==> config.mk <==
export PLATFORM = sky130hd
export DESIGN_NAME = dcd_dma_ctrl
export DESIGN_NICKNAME = d
export VERILOG_FILES = /design/src/common/dcd_pkg.sv /design/src/verilog/dcd_dma_ctrl.sv
export SDC_FILE = /design/constraint.sdc
export NUM_CORES = 1
export LEC_CHECK = 0
export BUFFER_PORTS_ARGS = -buffer_cell sky130_fd_sc_hd__clkbuf_2
export CAP_MARGIN = 20
export CORE_MARGIN = 5
export CORE_UTILIZATION = 56
export CTS_CLUSTER_DIAMETER = 150
export DETAILED_ROUTE_END_ITERATION = 8
export PLACE_DENSITY = 0.74
export SLEW_MARGIN = 10
export SYNTH_ARGS = -nofsm -noshare
export SYNTH_HDL_FRONTEND = slang
export SYNTH_SLANG_ARGS = --single-unit
==> constraint.sdc <==
create_clock -name clk -period 6.3 [get_ports clk]
set_clock_uncertainty 0.2 [all_clocks]
set_input_delay 0.315 -clock clk [delete_from_list [all_inputs] [get_ports clk]]
set_output_delay 0.315 -clock clk [all_outputs]
set_load 0.005 [all_outputs]
==> src/common/dcd_pkg.sv <==
// constants and types shared by the cascaded dma control block
// assumes byte-wide i/o register accesses with 16-bit i/o addresses
package dcd_pkg;

  // ****************************************
  // geometry
  // ****************************************
  localparam int unsigned NUM_CH = 8;
  localparam int unsigned CH_PER_CTL = 4;
  localparam int unsigned SVC_W = 9; // {channel[2:0], mode[5:0]}

  // ****************************************
  // i/o offsets, first controller
  // ****************************************
  localparam logic [15:0] CTL1_CMD_OFS = 16'h0008; // write command, read status
  localparam logic [15:0] CTL1_SREQ_OFS = 16'h0009;
  localparam logic [15:0] CTL1_SMASK_OFS = 16'h000a;
  localparam logic [15:0] CTL1_MODE_OFS = 16'h000b;
  localparam logic [15:0] CTL1_AMASK_OFS = 16'h000f;

  // ****************************************
  // i/o offsets, second controller
  // ****************************************
  localparam logic [15:0] CTL2_CMD_OFS = 16'h00d0;
  localparam logic [15:0] CTL2_SREQ_OFS = 16'h00d2;
  localparam logic [15:0] CTL2_SMASK_OFS = 16'h00d4;
  localparam logic [15:0] CTL2_MODE_OFS = 16'h00d6;
  localparam logic [15:0] CTL2_AMASK_OFS = 16'h00de;

  // ****************************************
  // field positions
  // ****************************************
  localparam int unsigned CMD_DACK_HI_BIT = 7;
  localparam int unsigned CMD_DREQ_LO_BIT = 6;
  localparam int unsigned CMD_ROTATE_BIT = 4;
  localparam int unsigned CMD_DISABLE_BIT = 2;
  localparam int unsigned SET_BIT = 2; // request and single mask set/clear bit
  localparam int unsigned MODE_AUTO_BIT = 2; // within the stored 6-bit mode
  localparam int unsigned MODE_DIR_BIT = 3;

  // ****************************************
  // values after reset
  // ****************************************
  localparam logic [7:0] CMD_RST = 8'h00;
  localparam logic [5:0] MODE_RST = 6'h00;
  localparam logic [7:0] MASK_RST = 8'hff;
  localparam logic [7:0] SREQ_RST = 8'h00;
  localparam logic [7:0] TC_RST = 8'h00;
  localparam logic [7:0] RDATA_RST = 8'h00;
  localparam logic [7:0] UNMAPPED_RD = 8'h00;

  // ****************************************
  // mode encodings
  // ****************************************
  typedef enum logic [1:0] {
    XM_DEMAND = 2'b00,
    XM_SINGLE = 2'b01,
    XM_BLOCK = 2'b10,
    XM_CASCADE = 2'b11
  } dcd_xmode_t;

  typedef enum logic [1:0] {
    XT_VERIFY = 2'b00,
    XT_WRITE = 2'b01,
    XT_READ = 2'b10,
    XT_ILLEGAL = 2'b11
  } dcd_xtype_t;

endpackage : dcd_pkg

==> src/verilog/dcd_dma_ctrl.sv <==
// request gating, arbitration and programming registers of two cascaded
// four-channel dma controllers, plus the service queue toward the engine
// assumes dcd_pkg is compiled first; tc pulses come from same-clock logic
`timescale 1ns/1ps
`default_nettype none

// ****************************************
// service queue
// ****************************************
module dcd_fifo #(
  parameter int unsigned W = 9,
  parameter int unsigned D = 8
) (
  // clock and reset
  input wire logic clk,
  input wire logic arst_n,
  input wire logic flush,
  // filling side
  input wire logic in_valid,
  output logic in_ready,
  input wire logic [W-1:0] in_data,
  // draining side
  output logic out_valid,
  input wire logic out_ready,
  output logic [W-1:0] out_data
);
  localparam int unsigned AW = $clog2(D);
  logic [W-1:0] mem_q [D];
  logic [AW-1:0] wr_q;
  logic [AW-1:0] rd_q;
  logic [AW:0] cnt_q;
  wire push = in_valid & in_ready;
  wire pop = out_valid & out_ready;
  wire [AW-1:0] wr_nxt = (wr_q == AW'(D - 1)) ? '0 : wr_q + 1'b1;
  wire [AW-1:0] rd_nxt = (rd_q == AW'(D - 1)) ? '0 : rd_q + 1'b1;

  // honest full and empty from the fill count
  assign in_ready = (cnt_q != (AW + 1)'(D));
  assign out_valid = (cnt_q != '0);
  assign out_data = mem_q[rd_q];

  // storage
  always_ff @(posedge clk) begin
    if (push) begin
      mem_q[wr_q] <= in_data;
    end
  end

  // pointers and count
  always_ff @(posedge clk or negedge arst_n) begin
    if (!arst_n) begin
      wr_q <= '0;
      rd_q <= '0;
      cnt_q <= '0;
    end else if (flush) begin
      wr_q <= '0;
      rd_q <= '0;
      cnt_q <= '0;
    end else begin
      if (push) wr_q <= wr_nxt;
      if (pop) rd_q <= rd_nxt;
      cnt_q <= cnt_q + (AW + 1)'(push) - (AW + 1)'(pop);
    end
  end
endmodule : dcd_fifo

// ****************************************
// controller pair
// ****************************************
module dcd_dma_ctrl #(
  parameter int unsigned FIFO_DEPTH = 8
) (
  // clock and reset
  input wire logic clk,
  input wire logic arst_n,
  input wire logic master_clear,
  // host i/o port
  input wire logic pci_wr,
  input wire logic pci_rd,
  input wire logic [15:0] pci_addr,
  input wire logic [7:0] pci_wdata,
  output logic pci_ack,
  // isa i/o port
  input wire logic isa_wr,
  input wire logic isa_rd,
  input wire logic [15:0] isa_addr,
  input wire logic [7:0] isa_wdata,
  output logic isa_ack,
  // read data for either port
  output logic [7:0] rd_data,
  // peripheral pins
  input wire logic [7:0] dreq,
  output logic [7:0] dack,
  // transfer engine
  input wire logic [7:0] tc_in,
  output logic svc_valid,
  input wire logic svc_ready,
  output logic [dcd_pkg::SVC_W-1:0] svc_data
);

  // ****************************************
  // access selection and decode
  // ****************************************
  logic [7:0] cmd_q [2];
  logic [5:0] mode_q [8];
  logic [7:0] sreq_q;
  logic [7:0] mask_q;
  logic [7:0] tc_q;
  logic [1:0] last_q [2];
  logic [7:0] inflight_q;
  logic [7:0] dreq_s1_q;
  logic [7:0] dreq_s2_q;
  logic [7:0] dack_q;
  logic [7:0] rdata_q;
  logic pci_ack_q;
  logic isa_ack_q;

  // host wins a same-cycle clash; the isa side holds its strobe until acked
  wire pci_acc = pci_wr | pci_rd;
  wire isa_acc = (isa_wr | isa_rd) & ~pci_acc & ~isa_ack_q; // strobe held over ack not retaken
  wire [15:0] a_addr = pci_acc ? pci_addr : isa_addr;
  wire [7:0] a_wdata = pci_acc ? pci_wdata : isa_wdata;
  wire a_wr = pci_acc ? pci_wr : (isa_acc & isa_wr);
  wire a_rd = pci_acc ? pci_rd : (isa_acc & isa_rd);
  wire [1:0] a_sel = a_wdata[1:0];

  // per-controller strobes; command writes only from the host side
  wire [1:0] wr_cmd;
  wire [1:0] wr_sreq;
  wire [1:0] wr_smask;
  wire [1:0] wr_mode;
  wire [1:0] wr_amask;
  wire [1:0] rd_stat;
  wire [1:0] rd_amask;
  assign wr_cmd = {2{a_wr & pci_acc}}
    & {a_addr == dcd_pkg::CTL2_CMD_OFS, a_addr == dcd_pkg::CTL1_CMD_OFS};
  assign wr_sreq = {2{a_wr}}
    & {a_addr == dcd_pkg::CTL2_SREQ_OFS, a_addr == dcd_pkg::CTL1_SREQ_OFS};
  assign wr_smask = {2{a_wr}}
    & {a_addr == dcd_pkg::CTL2_SMASK_OFS, a_addr == dcd_pkg::CTL1_SMASK_OFS};
  assign wr_mode = {2{a_wr}}
    & {a_addr == dcd_pkg::CTL2_MODE_OFS, a_addr == dcd_pkg::CTL1_MODE_OFS};
  assign wr_amask = {2{a_wr}}
    & {a_addr == dcd_pkg::CTL2_AMASK_OFS, a_addr == dcd_pkg::CTL1_AMASK_OFS};
  assign rd_stat = {2{a_rd}}
    & {a_addr == dcd_pkg::CTL2_CMD_OFS, a_addr == dcd_pkg::CTL1_CMD_OFS};
  assign rd_amask = {2{a_rd}}
    & {a_addr == dcd_pkg::CTL2_AMASK_OFS, a_addr == dcd_pkg::CTL1_AMASK_OFS};

  // ****************************************
  // request conditioning
  // ****************************************
  wire [1:0] dack_hi = {cmd_q[1][dcd_pkg::CMD_DACK_HI_BIT], cmd_q[0][dcd_pkg::CMD_DACK_HI_BIT]};
  wire [1:0] dreq_lo = {cmd_q[1][dcd_pkg::CMD_DREQ_LO_BIT], cmd_q[0][dcd_pkg::CMD_DREQ_LO_BIT]};
  wire [1:0] rotate = {cmd_q[1][dcd_pkg::CMD_ROTATE_BIT], cmd_q[0][dcd_pkg::CMD_ROTATE_BIT]};
  wire [1:0] grp_off = {cmd_q[1][dcd_pkg::CMD_DISABLE_BIT], cmd_q[0][dcd_pkg::CMD_DISABLE_BIT]};

  // channel four has no pin; its line is the first controller's cascade
  wire [7:0] hw_req = (dreq_s2_q ^ {{4{dreq_lo[1]}}, {4{dreq_lo[0]}}}) & 8'hef;
  wire [7:0] mask_eff = mask_q | {4'h0, {4{mask_q[4]}}};
  wire [7:0] pending = (hw_req & ~mask_eff) | sreq_q;
  wire [7:0] group_on = {{4{~grp_off[1]}}, {4{~grp_off[0] & ~grp_off[1]}}};
  wire [7:0] elig = pending & ~inflight_q & group_on;

  // ****************************************
  // arbitration
  // ****************************************
  // returns {found, index}; fixed puts channel 0 first, rotating starts after last
  function automatic logic [2:0] dcd_pick(input logic [3:0] r, input logic rot,
                                          input logic [1:0] last);
    logic [2:0] res;
    logic [1:0] idx;
    res = 3'h0;
    for (int k = 3; k >= 0; k--) begin
      idx = rot ? 2'(last + 2'(k) + 2'h1) : 2'(k);
      if (r[idx]) res = {1'b1, idx};
    end
    return res;
  endfunction : dcd_pick

  wire casc_req = |elig[3:0];
  wire [2:0] pick1 = dcd_pick(elig[3:0], rotate[0], last_q[0]);
  wire [2:0] pick2 = dcd_pick({elig[7:5], casc_req}, rotate[1], last_q[1]); // four only relays
  wire grant = pick2[2];
  wire grant_casc = grant & (pick2[1:0] == 2'h0);
  wire [2:0] grant_ch = grant_casc ? {1'b0, pick1[1:0]} : {1'b1, pick2[1:0]};
  wire [5:0] grant_mode = mode_q[grant_ch];

  // cascade channels carry no meaningful type
  wire grant_is_casc = (grant_mode[5:4] == dcd_pkg::XM_CASCADE);
  wire [5:0] svc_mode = grant_is_casc ? {grant_mode[5:2], 2'h0} : grant_mode;

  // ****************************************
  // service queue
  // ****************************************
  logic fifo_in_ready;
  wire push = grant & fifo_in_ready;
  wire pop = svc_valid & svc_ready;
  wire [2:0] head_ch = svc_data[dcd_pkg::SVC_W-1 -: 3];

  dcd_fifo #(
    .W(dcd_pkg::SVC_W),
    .D(FIFO_DEPTH)
  ) u_fifo (
    .clk(clk),
    .arst_n(arst_n),
    .flush(master_clear),
    .in_valid(grant),
    .in_ready(fifo_in_ready),
    .in_data({grant_ch, svc_mode}),
    .out_valid(svc_valid),
    .out_ready(svc_ready),
    .out_data(svc_data)
  );

  // ****************************************
  // next register values
  // ****************************************
  logic [5:0] mode_d [8];
  logic [7:0] sreq_d;
  logic [7:0] mask_d;
  logic [7:0] tc_d;
  logic [7:0] inflight_d;
  logic [7:0] dack_d;
  logic [1:0] last_d [2];
  logic [7:0] rdata_d;

  // per-channel programming, terminal count and queue tracking
  always_comb begin
    for (int i = 0; i < 8; i++) begin
      automatic int c = i / 4;
      automatic logic hit = (a_sel == 2'(i % 4));
      automatic logic active = svc_valid & (head_ch == 3'(i));
      mode_d[i] = (wr_mode[c] & hit) ? a_wdata[7:2] : mode_q[i];
      sreq_d[i] = (wr_sreq[c] & hit) ? a_wdata[dcd_pkg::SET_BIT] : sreq_q[i];
      if (tc_in[i]) sreq_d[i] = 1'b0;
      mask_d[i] = mask_q[i];
      if (wr_smask[c] & hit) mask_d[i] = a_wdata[dcd_pkg::SET_BIT];
      if (wr_amask[c]) mask_d[i] = a_wdata[i % 4];
      if (tc_in[i] & ~mode_q[i][dcd_pkg::MODE_AUTO_BIT]) mask_d[i] = 1'b1;
      tc_d[i] = (tc_q[i] & ~rd_stat[c]) | tc_in[i];
      inflight_d[i] = inflight_q[i];
      if (pop & (head_ch == 3'(i))) inflight_d[i] = 1'b0;
      if (push & (grant_ch == 3'(i))) inflight_d[i] = 1'b1;
      dack_d[i] = (i == 4) ? ~dack_hi[1] : (active ~^ dack_hi[c]);
    end
  end

  // rotation pointers follow each grant the queue accepts
  always_comb begin
    last_d[0] = last_q[0];
    last_d[1] = last_q[1];
    if (push) begin
      last_d[1] = pick2[1:0];
      if (grant_casc) last_d[0] = pick1[1:0];
    end
  end

  // read data: status, mask image, or zero for unmapped offsets
  always_comb begin
    rdata_d = dcd_pkg::UNMAPPED_RD;
    if (rd_stat[0]) rdata_d = {pending[3:0], tc_q[3:0]};
    if (rd_stat[1]) rdata_d = {pending[7:4], tc_q[7:4]};
    if (rd_amask[0]) rdata_d = {4'h0, mask_q[3:0]};
    if (rd_amask[1]) rdata_d = {4'h0, mask_q[7:4]};
  end

  // ****************************************
  // registers
  // ****************************************
  // request pin synchroniser
  always_ff @(posedge clk or negedge arst_n) begin
    if (!arst_n) begin
      dreq_s1_q <= 8'h00;
      dreq_s2_q <= 8'h00;
    end else begin
      dreq_s1_q <= dreq;
      dreq_s2_q <= dreq_s1_q;
    end
  end

  // programming state; master clear acts like reset
  always_ff @(posedge clk or negedge arst_n) begin
    if (!arst_n) begin
      cmd_q <= '{dcd_pkg::CMD_RST, dcd_pkg::CMD_RST};
      mode_q <= '{default: dcd_pkg::MODE_RST};
      sreq_q <= dcd_pkg::SREQ_RST;
      mask_q <= dcd_pkg::MASK_RST;
      tc_q <= dcd_pkg::TC_RST;
    end else if (master_clear) begin
      cmd_q <= '{dcd_pkg::CMD_RST, dcd_pkg::CMD_RST};
      mode_q <= '{default: dcd_pkg::MODE_RST};
      sreq_q <= dcd_pkg::SREQ_RST;
      mask_q <= dcd_pkg::MASK_RST;
      tc_q <= dcd_pkg::TC_RST;
    end else begin
      if (wr_cmd[0]) cmd_q[0] <= a_wdata;
      if (wr_cmd[1]) cmd_q[1] <= a_wdata;
      mode_q <= mode_d;
      sreq_q <= sreq_d;
      mask_q <= mask_d;
      tc_q <= tc_d;
    end
  end

  // arbitration and acknowledge state
  always_ff @(posedge clk or negedge arst_n) begin
    if (!arst_n) begin
      last_q <= '{2'h3, 2'h3};
      inflight_q <= 8'h00;
      dack_q <= 8'hff;
    end else if (master_clear) begin
      last_q <= '{2'h3, 2'h3};
      inflight_q <= 8'h00;
      dack_q <= 8'hff;
    end else begin
      last_q <= last_d;
      inflight_q <= inflight_d;
      dack_q <= dack_d;
    end
  end

  // port answers
  always_ff @(posedge clk or negedge arst_n) begin
    if (!arst_n) begin
      rdata_q <= dcd_pkg::RDATA_RST;
      pci_ack_q <= 1'b0;
      isa_ack_q <= 1'b0;
    end else begin
      rdata_q <= rdata_d;
      pci_ack_q <= pci_acc;
      isa_ack_q <= isa_acc;
    end
  end

  // ****************************************
  // outputs
  // ****************************************
  assign dack = dack_q;
  assign rd_data = rdata_q;
  assign pci_ack = pci_ack_q;
  assign isa_ack = isa_ack_q;

endmodule : dcd_dma_ctrl

`default_nettype wire

* Word-level counts from Yosys, hierarchy flattened *
Memories as Yosys holds them, arrays and structs flattened.
Cells that the tools add are included.

operators by class
  div/mod/pow operators = 0
  reductions and logical operators = 44
  eq/ne operators = 31
  $mul = 0
  add/sub/neg operators = 16
  shifts and indexed selects = 0
  multiplexer cells = 130
  magnitude comparators = 9
  bitwise operators = 120

operator list
  kind                                                                           count
  8-bit two-way mux                                                              12
  16-bit by 4-bit == test with 1-bit output (second input constant)              5
  16-bit by 8-bit == test with 1-bit output (second input constant)              5
  1-bit AND                                                                      72
  1-bit two-way mux                                                              68
  6-bit two-way mux                                                              10
  48-bit two-way mux                                                             1
  3-bit nonzero test                                                             16
  4-bit nonzero test                                                             9
  3-bit two-way mux                                                              11
  16-bit two-way mux                                                             2
  3-bit == test (second input constant)                                          10
  2-bit two-way mux                                                              14
  2-bit nonzero test                                                             13
  8-bit AND                                                                      3
  2-bit by 3-bit less-than comparator with 1-bit output (second input constant)  8
  6-bit binary-select mux with 3-bit select                                      1
  2-bit by 1-bit adder with 2-bit output (second input constant)                 8
  1-bit binary-select mux with 2-bit select                                      8
  8-bit inverter                                                                 2
  1-bit inverter                                                                 15
  2-bit AND                                                                      7
  3-bit by 2-bit == test with 1-bit output (second input constant)               4
  4-bit two-way mux                                                              3
  other kinds (19)                                                               43

storage, ports and cells
  bits in latches = 0
  flip-flop bits (word level) = 144
  bits in writable memories = 72
  output and inout bits = 28
  memories = 1
  bits in read-only memories = 0

memories
  name          words  bits a word  rd ports  clocked after memory_dff  wr ports  RTL line            source
  u_fifo.mem_q  8      9            1         0                         1         dcd_dma_ctrl.sv:28  logic [W-1:0] mem_q [D];

* Longest topological paths before layout *
  word-level depth = 22
  mapped depth = 12

* Hierarchy *
Synthesis repeated with hierarchy kept, for this count alone.

second synthesis, totals
  cell total of the unflattened synthesis = 894
  area, all modules = 10,332.4 um^2

modules (own cells, without submodules)
  module        cells each  sequential area each (um^2)  times used  area each (um^2)
  dcd_dma_ctrl  712         3,103.0                      1           6,860.3
  dcd_fifo      182         2,412.3                      1           3,472.1

* Worst setup path before layout *
No wires, ideal clock.

  path kind = register to register
  start = register cmd_q[14] (netlist name)
  end = memory u_fifo.mem_q[4][0], enable pin
  data required time = 5.697 ns
  period minus slack after synthesis = 3.504 ns
  buffers on the path = 2
  arrival = 2.902 ns
  setup slack = 2.796 ns
  stages on the path, launching flop included = 9
  setup time = 0.403 ns
  path through = dfrtp_1 buf_2 xnor2_1 o41a_1 a41oi_1 nor3_1 a21o_1 clkbuf_1 nor4b_1

on the way
  longest elaborated chain between the ends = 15

RTL lines
  what                                       RTL line             source
  start: declaration                         dcd_dma_ctrl.sv:104  logic [7:0] cmd_q [2];
  start signal: assignment                   dcd_dma_ctrl.sv:285  cmd_q <= '{dcd_pkg::CMD_RST, dcd_pkg::CMD_RST};
  start signal: assignment                   dcd_dma_ctrl.sv:291  cmd_q <= '{dcd_pkg::CMD_RST, dcd_pkg::CMD_RST};
  8-bit XOR *                                dcd_dma_ctrl.sv:159  wire [7:0] hw_req = (dreq_s2_q ^ {{4{dreq_lo[1]}}, {4{dreq_lo[0]}}}) & 8'hef;
  8-bit AND *                                dcd_dma_ctrl.sv:161  wire [7:0] pending = (hw_req & ~mask_eff) | sreq_q;
  8-bit OR *                                 dcd_dma_ctrl.sv:161
  8-bit AND * (2 in a row)                   dcd_dma_ctrl.sv:163  wire [7:0] elig = pending & ~inflight_q & group_on;
  4-bit OR reduction *                       dcd_dma_ctrl.sv:181  wire casc_req = |elig[3:0];
  1-bit binary-select mux with 2-bit select  dcd_dma_ctrl.sv:176  if (r[idx]) res = {1'b1, idx};
  1-bit two-way mux (not written as such)    dcd_dma_ctrl.sv:176
  3-bit two-way mux (3 in a row)             dcd_dma_ctrl.sv:176
  3-bit two-way mux *                        dcd_dma_ctrl.sv:176
  1-bit AND *                                dcd_dma_ctrl.sv:32   wire push = in_valid & in_ready;
  1-bit two-way mux *                        dcd_dma_ctrl.sv:44   if (push) begin
  1-bit two-way mux (not written as such) *  dcd_dma_ctrl.sv:45   mem_q[wr_q] <= in_data;
  end: declaration                           dcd_dma_ctrl.sv:28

Mark *: on every way between the ends. The rest lies on a longest branch, timed or not. The select of a mux whose other input is x is not followed.

* Final worst setup path *
  start = register cmd_q[2] (netlist name)
  end = memory u_fifo.mem_q[4][0], data pin

on the way
  longest elaborated chain between the ends = 19

RTL lines
  what                                                      RTL line             source
  1-bit inverter *                                          dcd_dma_ctrl.sv:162  wire [7:0] group_on = {{4{~grp_off[1]}}, {4{~grp_off[0] & ~grp_off[1]}}};
  1-bit AND                                                 dcd_dma_ctrl.sv:162
  8-bit AND *                                               dcd_dma_ctrl.sv:163
  4-bit OR reduction                                        dcd_dma_ctrl.sv:181
  1-bit binary-select mux with 2-bit select                 dcd_dma_ctrl.sv:176
  1-bit two-way mux (not written as such)                   dcd_dma_ctrl.sv:176
  3-bit two-way mux (4 in a row)                            dcd_dma_ctrl.sv:176
  2-bit logical NOT                                         dcd_dma_ctrl.sv:185  wire grant_casc = grant & (pick2[1:0] == 2'h0);
  1-bit AND                                                 dcd_dma_ctrl.sv:185
  3-bit two-way mux *                                       dcd_dma_ctrl.sv:186  wire [2:0] grant_ch = grant_casc ? {1'b0, pick1[1:0]} : {1'b1, pick2[1:0]};
  3-bit inverter with 4-bit output (not written as such) *  dcd_dma_ctrl.sv:187  wire [5:0] grant_mode = mode_q[grant_ch];
  6-bit binary-select mux with 3-bit select *               dcd_dma_ctrl.sv:187
  6-bit two-way mux (not written as such) * (2 in a row)    dcd_dma_ctrl.sv:187
  2-bit == test                                             dcd_dma_ctrl.sv:190  wire grant_is_casc = (grant_mode[5:4] == dcd_pkg::XM_CASCADE);
  2-bit two-way mux *                                       dcd_dma_ctrl.sv:191  wire [5:0] svc_mode = grant_is_casc ? {grant_mode[5:2], 2'h0} : grant_mode;
  named net svc_mode[0]                                     dcd_dma_ctrl.sv:191

The timed path passes the listed nets; every way through them passes the cells marked *. The select of a mux whose other input is x is not followed.

==> flow_summary_export.csv <==
group,metric,value,unit
outcome,outcome,"finished clean",
grt,grtUsageTotal,0.242,
logic_synthesis,ys_seq_area_frac,0.550,
setup_path,critical_path.max_fanout,18,
logic_synthesis,synth_fa_ha_area_frac,0.0145,
sta,finalWorstSetupSlack,1.96,ns
clocking,clock_sinks,205,
routing,wirelength,24.5,mm
cells_and_area,seq_area,5520,um^2
grt,grt_pass1_vias,7397,
routing,vias,7574,
routing,drtAntennaViolNets,0,
pwr,clkPwrFrac,0.410,
setup_path,worstSetupPathType,"reg -> reg",
die,die_area,20700,um^2
clocking,cts_made_buffers,22,
routing,wl_per_cell,19.6,um
die,die_h,144,um
routing,drtPass1Iterations,6,
clocking,cts_root_buffer,"clkbuf_16",
logic_synthesis,synth_top_family_by_area,"simple AND/OR/NAND/NOR gates",
die,start_util,0.564,
sta,max_freq,230,MHz
clocking,worstSkewPairLatency,0.51,ns
sta,whs,0.0323,ns
logic_synthesis,synth.distinct_cells,86,
logic_synthesis,synth.cell_area,10000,um^2
sta,post-route-period-util,0.689,
cells_and_area,antenna_cells,0,
grt,grt_first_pass_wirelength,39.7,mm
sta,setup_viol,0,
cells_and_area,area_growth,16.4,%
pwr,p_sw,768,uW
pwr,ir_drop,283,uV
cells_and_area,finish.utilization,0.656,
sta,tightest_slew,1.04,ns
logic_synthesis,synth_xor_area_frac,0.00874,
logic_synthesis,synth_area_leader_cell,"dfrtp_1",
cells_and_area,multiInputGateArea,4290,um^2
sta,setup_tns,0,ns
grt,antenna_found_initial,0,
sta,relSlewSlack,0.305,
die,core_area,17800,um^2
logic_synthesis,synth_area_leaders,"dfrtp_1, edfxtp_1, dfstp_2",
pwr,p_leak,0.00488,uW
sta,report.final.slew_viol_count,0,
setup_path,cp-end-kind,"register",
hold_path,hp-class,"in -> reg",
logic_synthesis,synth-main-ff-cell,"dfrtp_1",
cells_and_area,layout.cells.non_filler,1246,
pwr,p_int,2360,uW
cells_and_area,finalNetCount,1085,
setup_path,critPathArrivalTime,4.31,ns
die,num_rows,49,
die,ioPinCount,100,
routing,drc,0,
routing,drt-initial-drc-count,727,
logic_synthesis,synth_nets,973,
placement,dp.cells,1188,
logic_synthesis,async_reset_ff_frac,0.649,
pwr,pwr-share-seq,0.457,
logic_synthesis,synth.avg_cell_area,11.3,um^2
pwr,p_comb_frac,0.133,
run,cap_violations,0,
cells_and_area,nFillCells,1390,
logic_synthesis,ys_ff_latch,205,
cells_and_area,drive_above_1_share,0.219,
routing,vias_per_cell,6.08,
sta,finalCriticalPeriod,4.34,ns
sta,finalHoldViolations,0,
placement,pre_cts_ws,2.10,ns
clocking,cts.path.max_buffers,3,
clocking,cts_tree,"built",
logic_synthesis,synth_top_cell_area_share,0.282,
pwr,power_density,268,nW/um^2
logic_synthesis,synth_cells,890,
logic_synthesis,synthTopCellsByCount,"dfrtp_1, nand2_1, edfxtp_1",
logic_synthesis,synth_most_common_cell,"dfrtp_1",
clocking,clk_pin_slew,0.06,ns
placement,place_hpwl,16.6,mm
setup_path,start_kind,"register",
placement,portBuffers,98,
logic_synthesis,synth-edff-count,72,
logic_synthesis,post_synth_and_or_nand_nor_area_fraction,0.172,
logic_synthesis,synthMuxAreaShare,0.0898,
die,die_w,144,um
grt,grt_overflow,0,
setup_path,crit_required,6.26,ns
logic_synthesis,synth_compound_area_frac,0.140,
sta,rsz0062_at_grt,"false",
grt,grt_max_degree,113,
clocking,h-tree-depth,1,
placement,gp_congestion,0.901,
pwr,switching_share,0.245,
logic_synthesis,yosys_warnings,0,
metal layers:
metal / vias to the layer above / share of wire / track usage
met2: 289 / 0.48 / 0.397
met5: - / 0 / 0
met4: 0 / 0.028 / 0.0743
li1: 3533 / - / -
met3: 61 / 0.066 / 0.0376
met1: 3691 / 0.43 / 0.337
layout by cell type (no fill, tap or decap), drive strengths merged, types with 7 or more instances in the layout:
cell type,count
a21o,21
nand3,27
nor2b,8
dlygate4sd3,18
a21oi,54
nor4,8
nor2,70
nand3b,42
nor3b,10
or3,11
mux2,11
dfrtp,113
buf,10
nor3,37
mux2i,37
clkbuf,124
o21ai,65
o22ai,7
nand2,87
mux4,18
dfstp,20
edfxtp,72
nand2b,8
ha,10
inv,24
metrics by stage:
step / cell area [um^2] / power (uW)
2_1_floorplan: 10000 / 1730
3_3_place_gp: 10700 / 1860
3_5_place_dp: 10700 / 1860
4_1_cts: 11600 / 3150
5_1_grt: 11700 / 3270
6_report: 11700 / 3130
power groups by stage:
stage	Sequential [uW]	Combinational (uW)	Clock [uW]
3_3_place_gp	1450	402	0
2_1_floorplan	1440	282	0
3_5_place_dp	1450	409	0
6_report	1430	417	1280
5_1_grt	1430	472	1360
4_1_cts	1430	420	1300
kinds of logic (layout without fill, tap and decap cells):
| logic type | Yosys count | count (layout) |
|---|---|---|
| buffers and inverters | 60 | 187 |
| xor gates and xnor gates | 10 | 10 |
| AOI/OAI and AO/OA | 207 | 207 |
| adders and majority gates | 11 | 11 |
| muxes | 66 | 66 |
| DFF | 205 | 205 |
| and+or+nand+nor | 331 | 331 |
registers in the layout, indices dropped and copies added (netlist names), 8 cells and up:
register,cells
cmd_q,8
dack,8
tc_q,8
u_fifo.mem_q,72
mask_q,8
rd_data,8
mode_q,48
sreq_q,8
what timing repair did:
action,4_1_cts,5_1_grt
gates resized for setup,0,0
hold buffers,18,0
setup buffers,0,0
endpoints found under the hold margin,97,0
critical path, stage by stage, from the launching register on:
cell	delay, ns
dfrtp_1	0.51
or3b_2	0.55
o41ai_4	0.12
inv_1	0.11
o311ai_2	0.42
or2_1	0.41
and2_1	0.36
inv_2	0.23
nor3_1	0.22
a21oi_1	0.06
a211oi_1	0.81
final timing paths:
check                                       startpoint                            to  slack [ns]  cells past startpoint
worst min register to register  dreq_s1_q[7]$_DFF_PN0_        dreq_s2_q[7]$_DFF_PN0_        0.15                      0
worst max register to register    cmd_q[2]$_DFFE_PN0P_  u_fifo.mem_q[4][0]$_DFFE_PP_        1.96                     10
worst max-delay path              cmd_q[2]$_DFFE_PN0P_  u_fifo.mem_q[4][0]$_DFFE_PP_        1.96                     10
min in group asynchronous                       arst_n             isa_ack$_DFF_PN0_        0.17                      2
worst min-delay path                      master_clear         mode_q[6]$_DFFE_PN0P_        0.03                      2
max in group asynchronous                       arst_n     u_fifo.cnt_q[1]$_DFF_PN0_        4.46                      3
final cells by class:
type	count	area share
flip-flops and latches	205	0.473
multi-input cells	625	0.367
repair buffers	124	0.0651
clock buffers	28	0.0518
well taps	229	0.0246
clock inverters	11	0.0103
inverters	24	0.00794
Note: power is estimated with default switching activity, not from simulation.
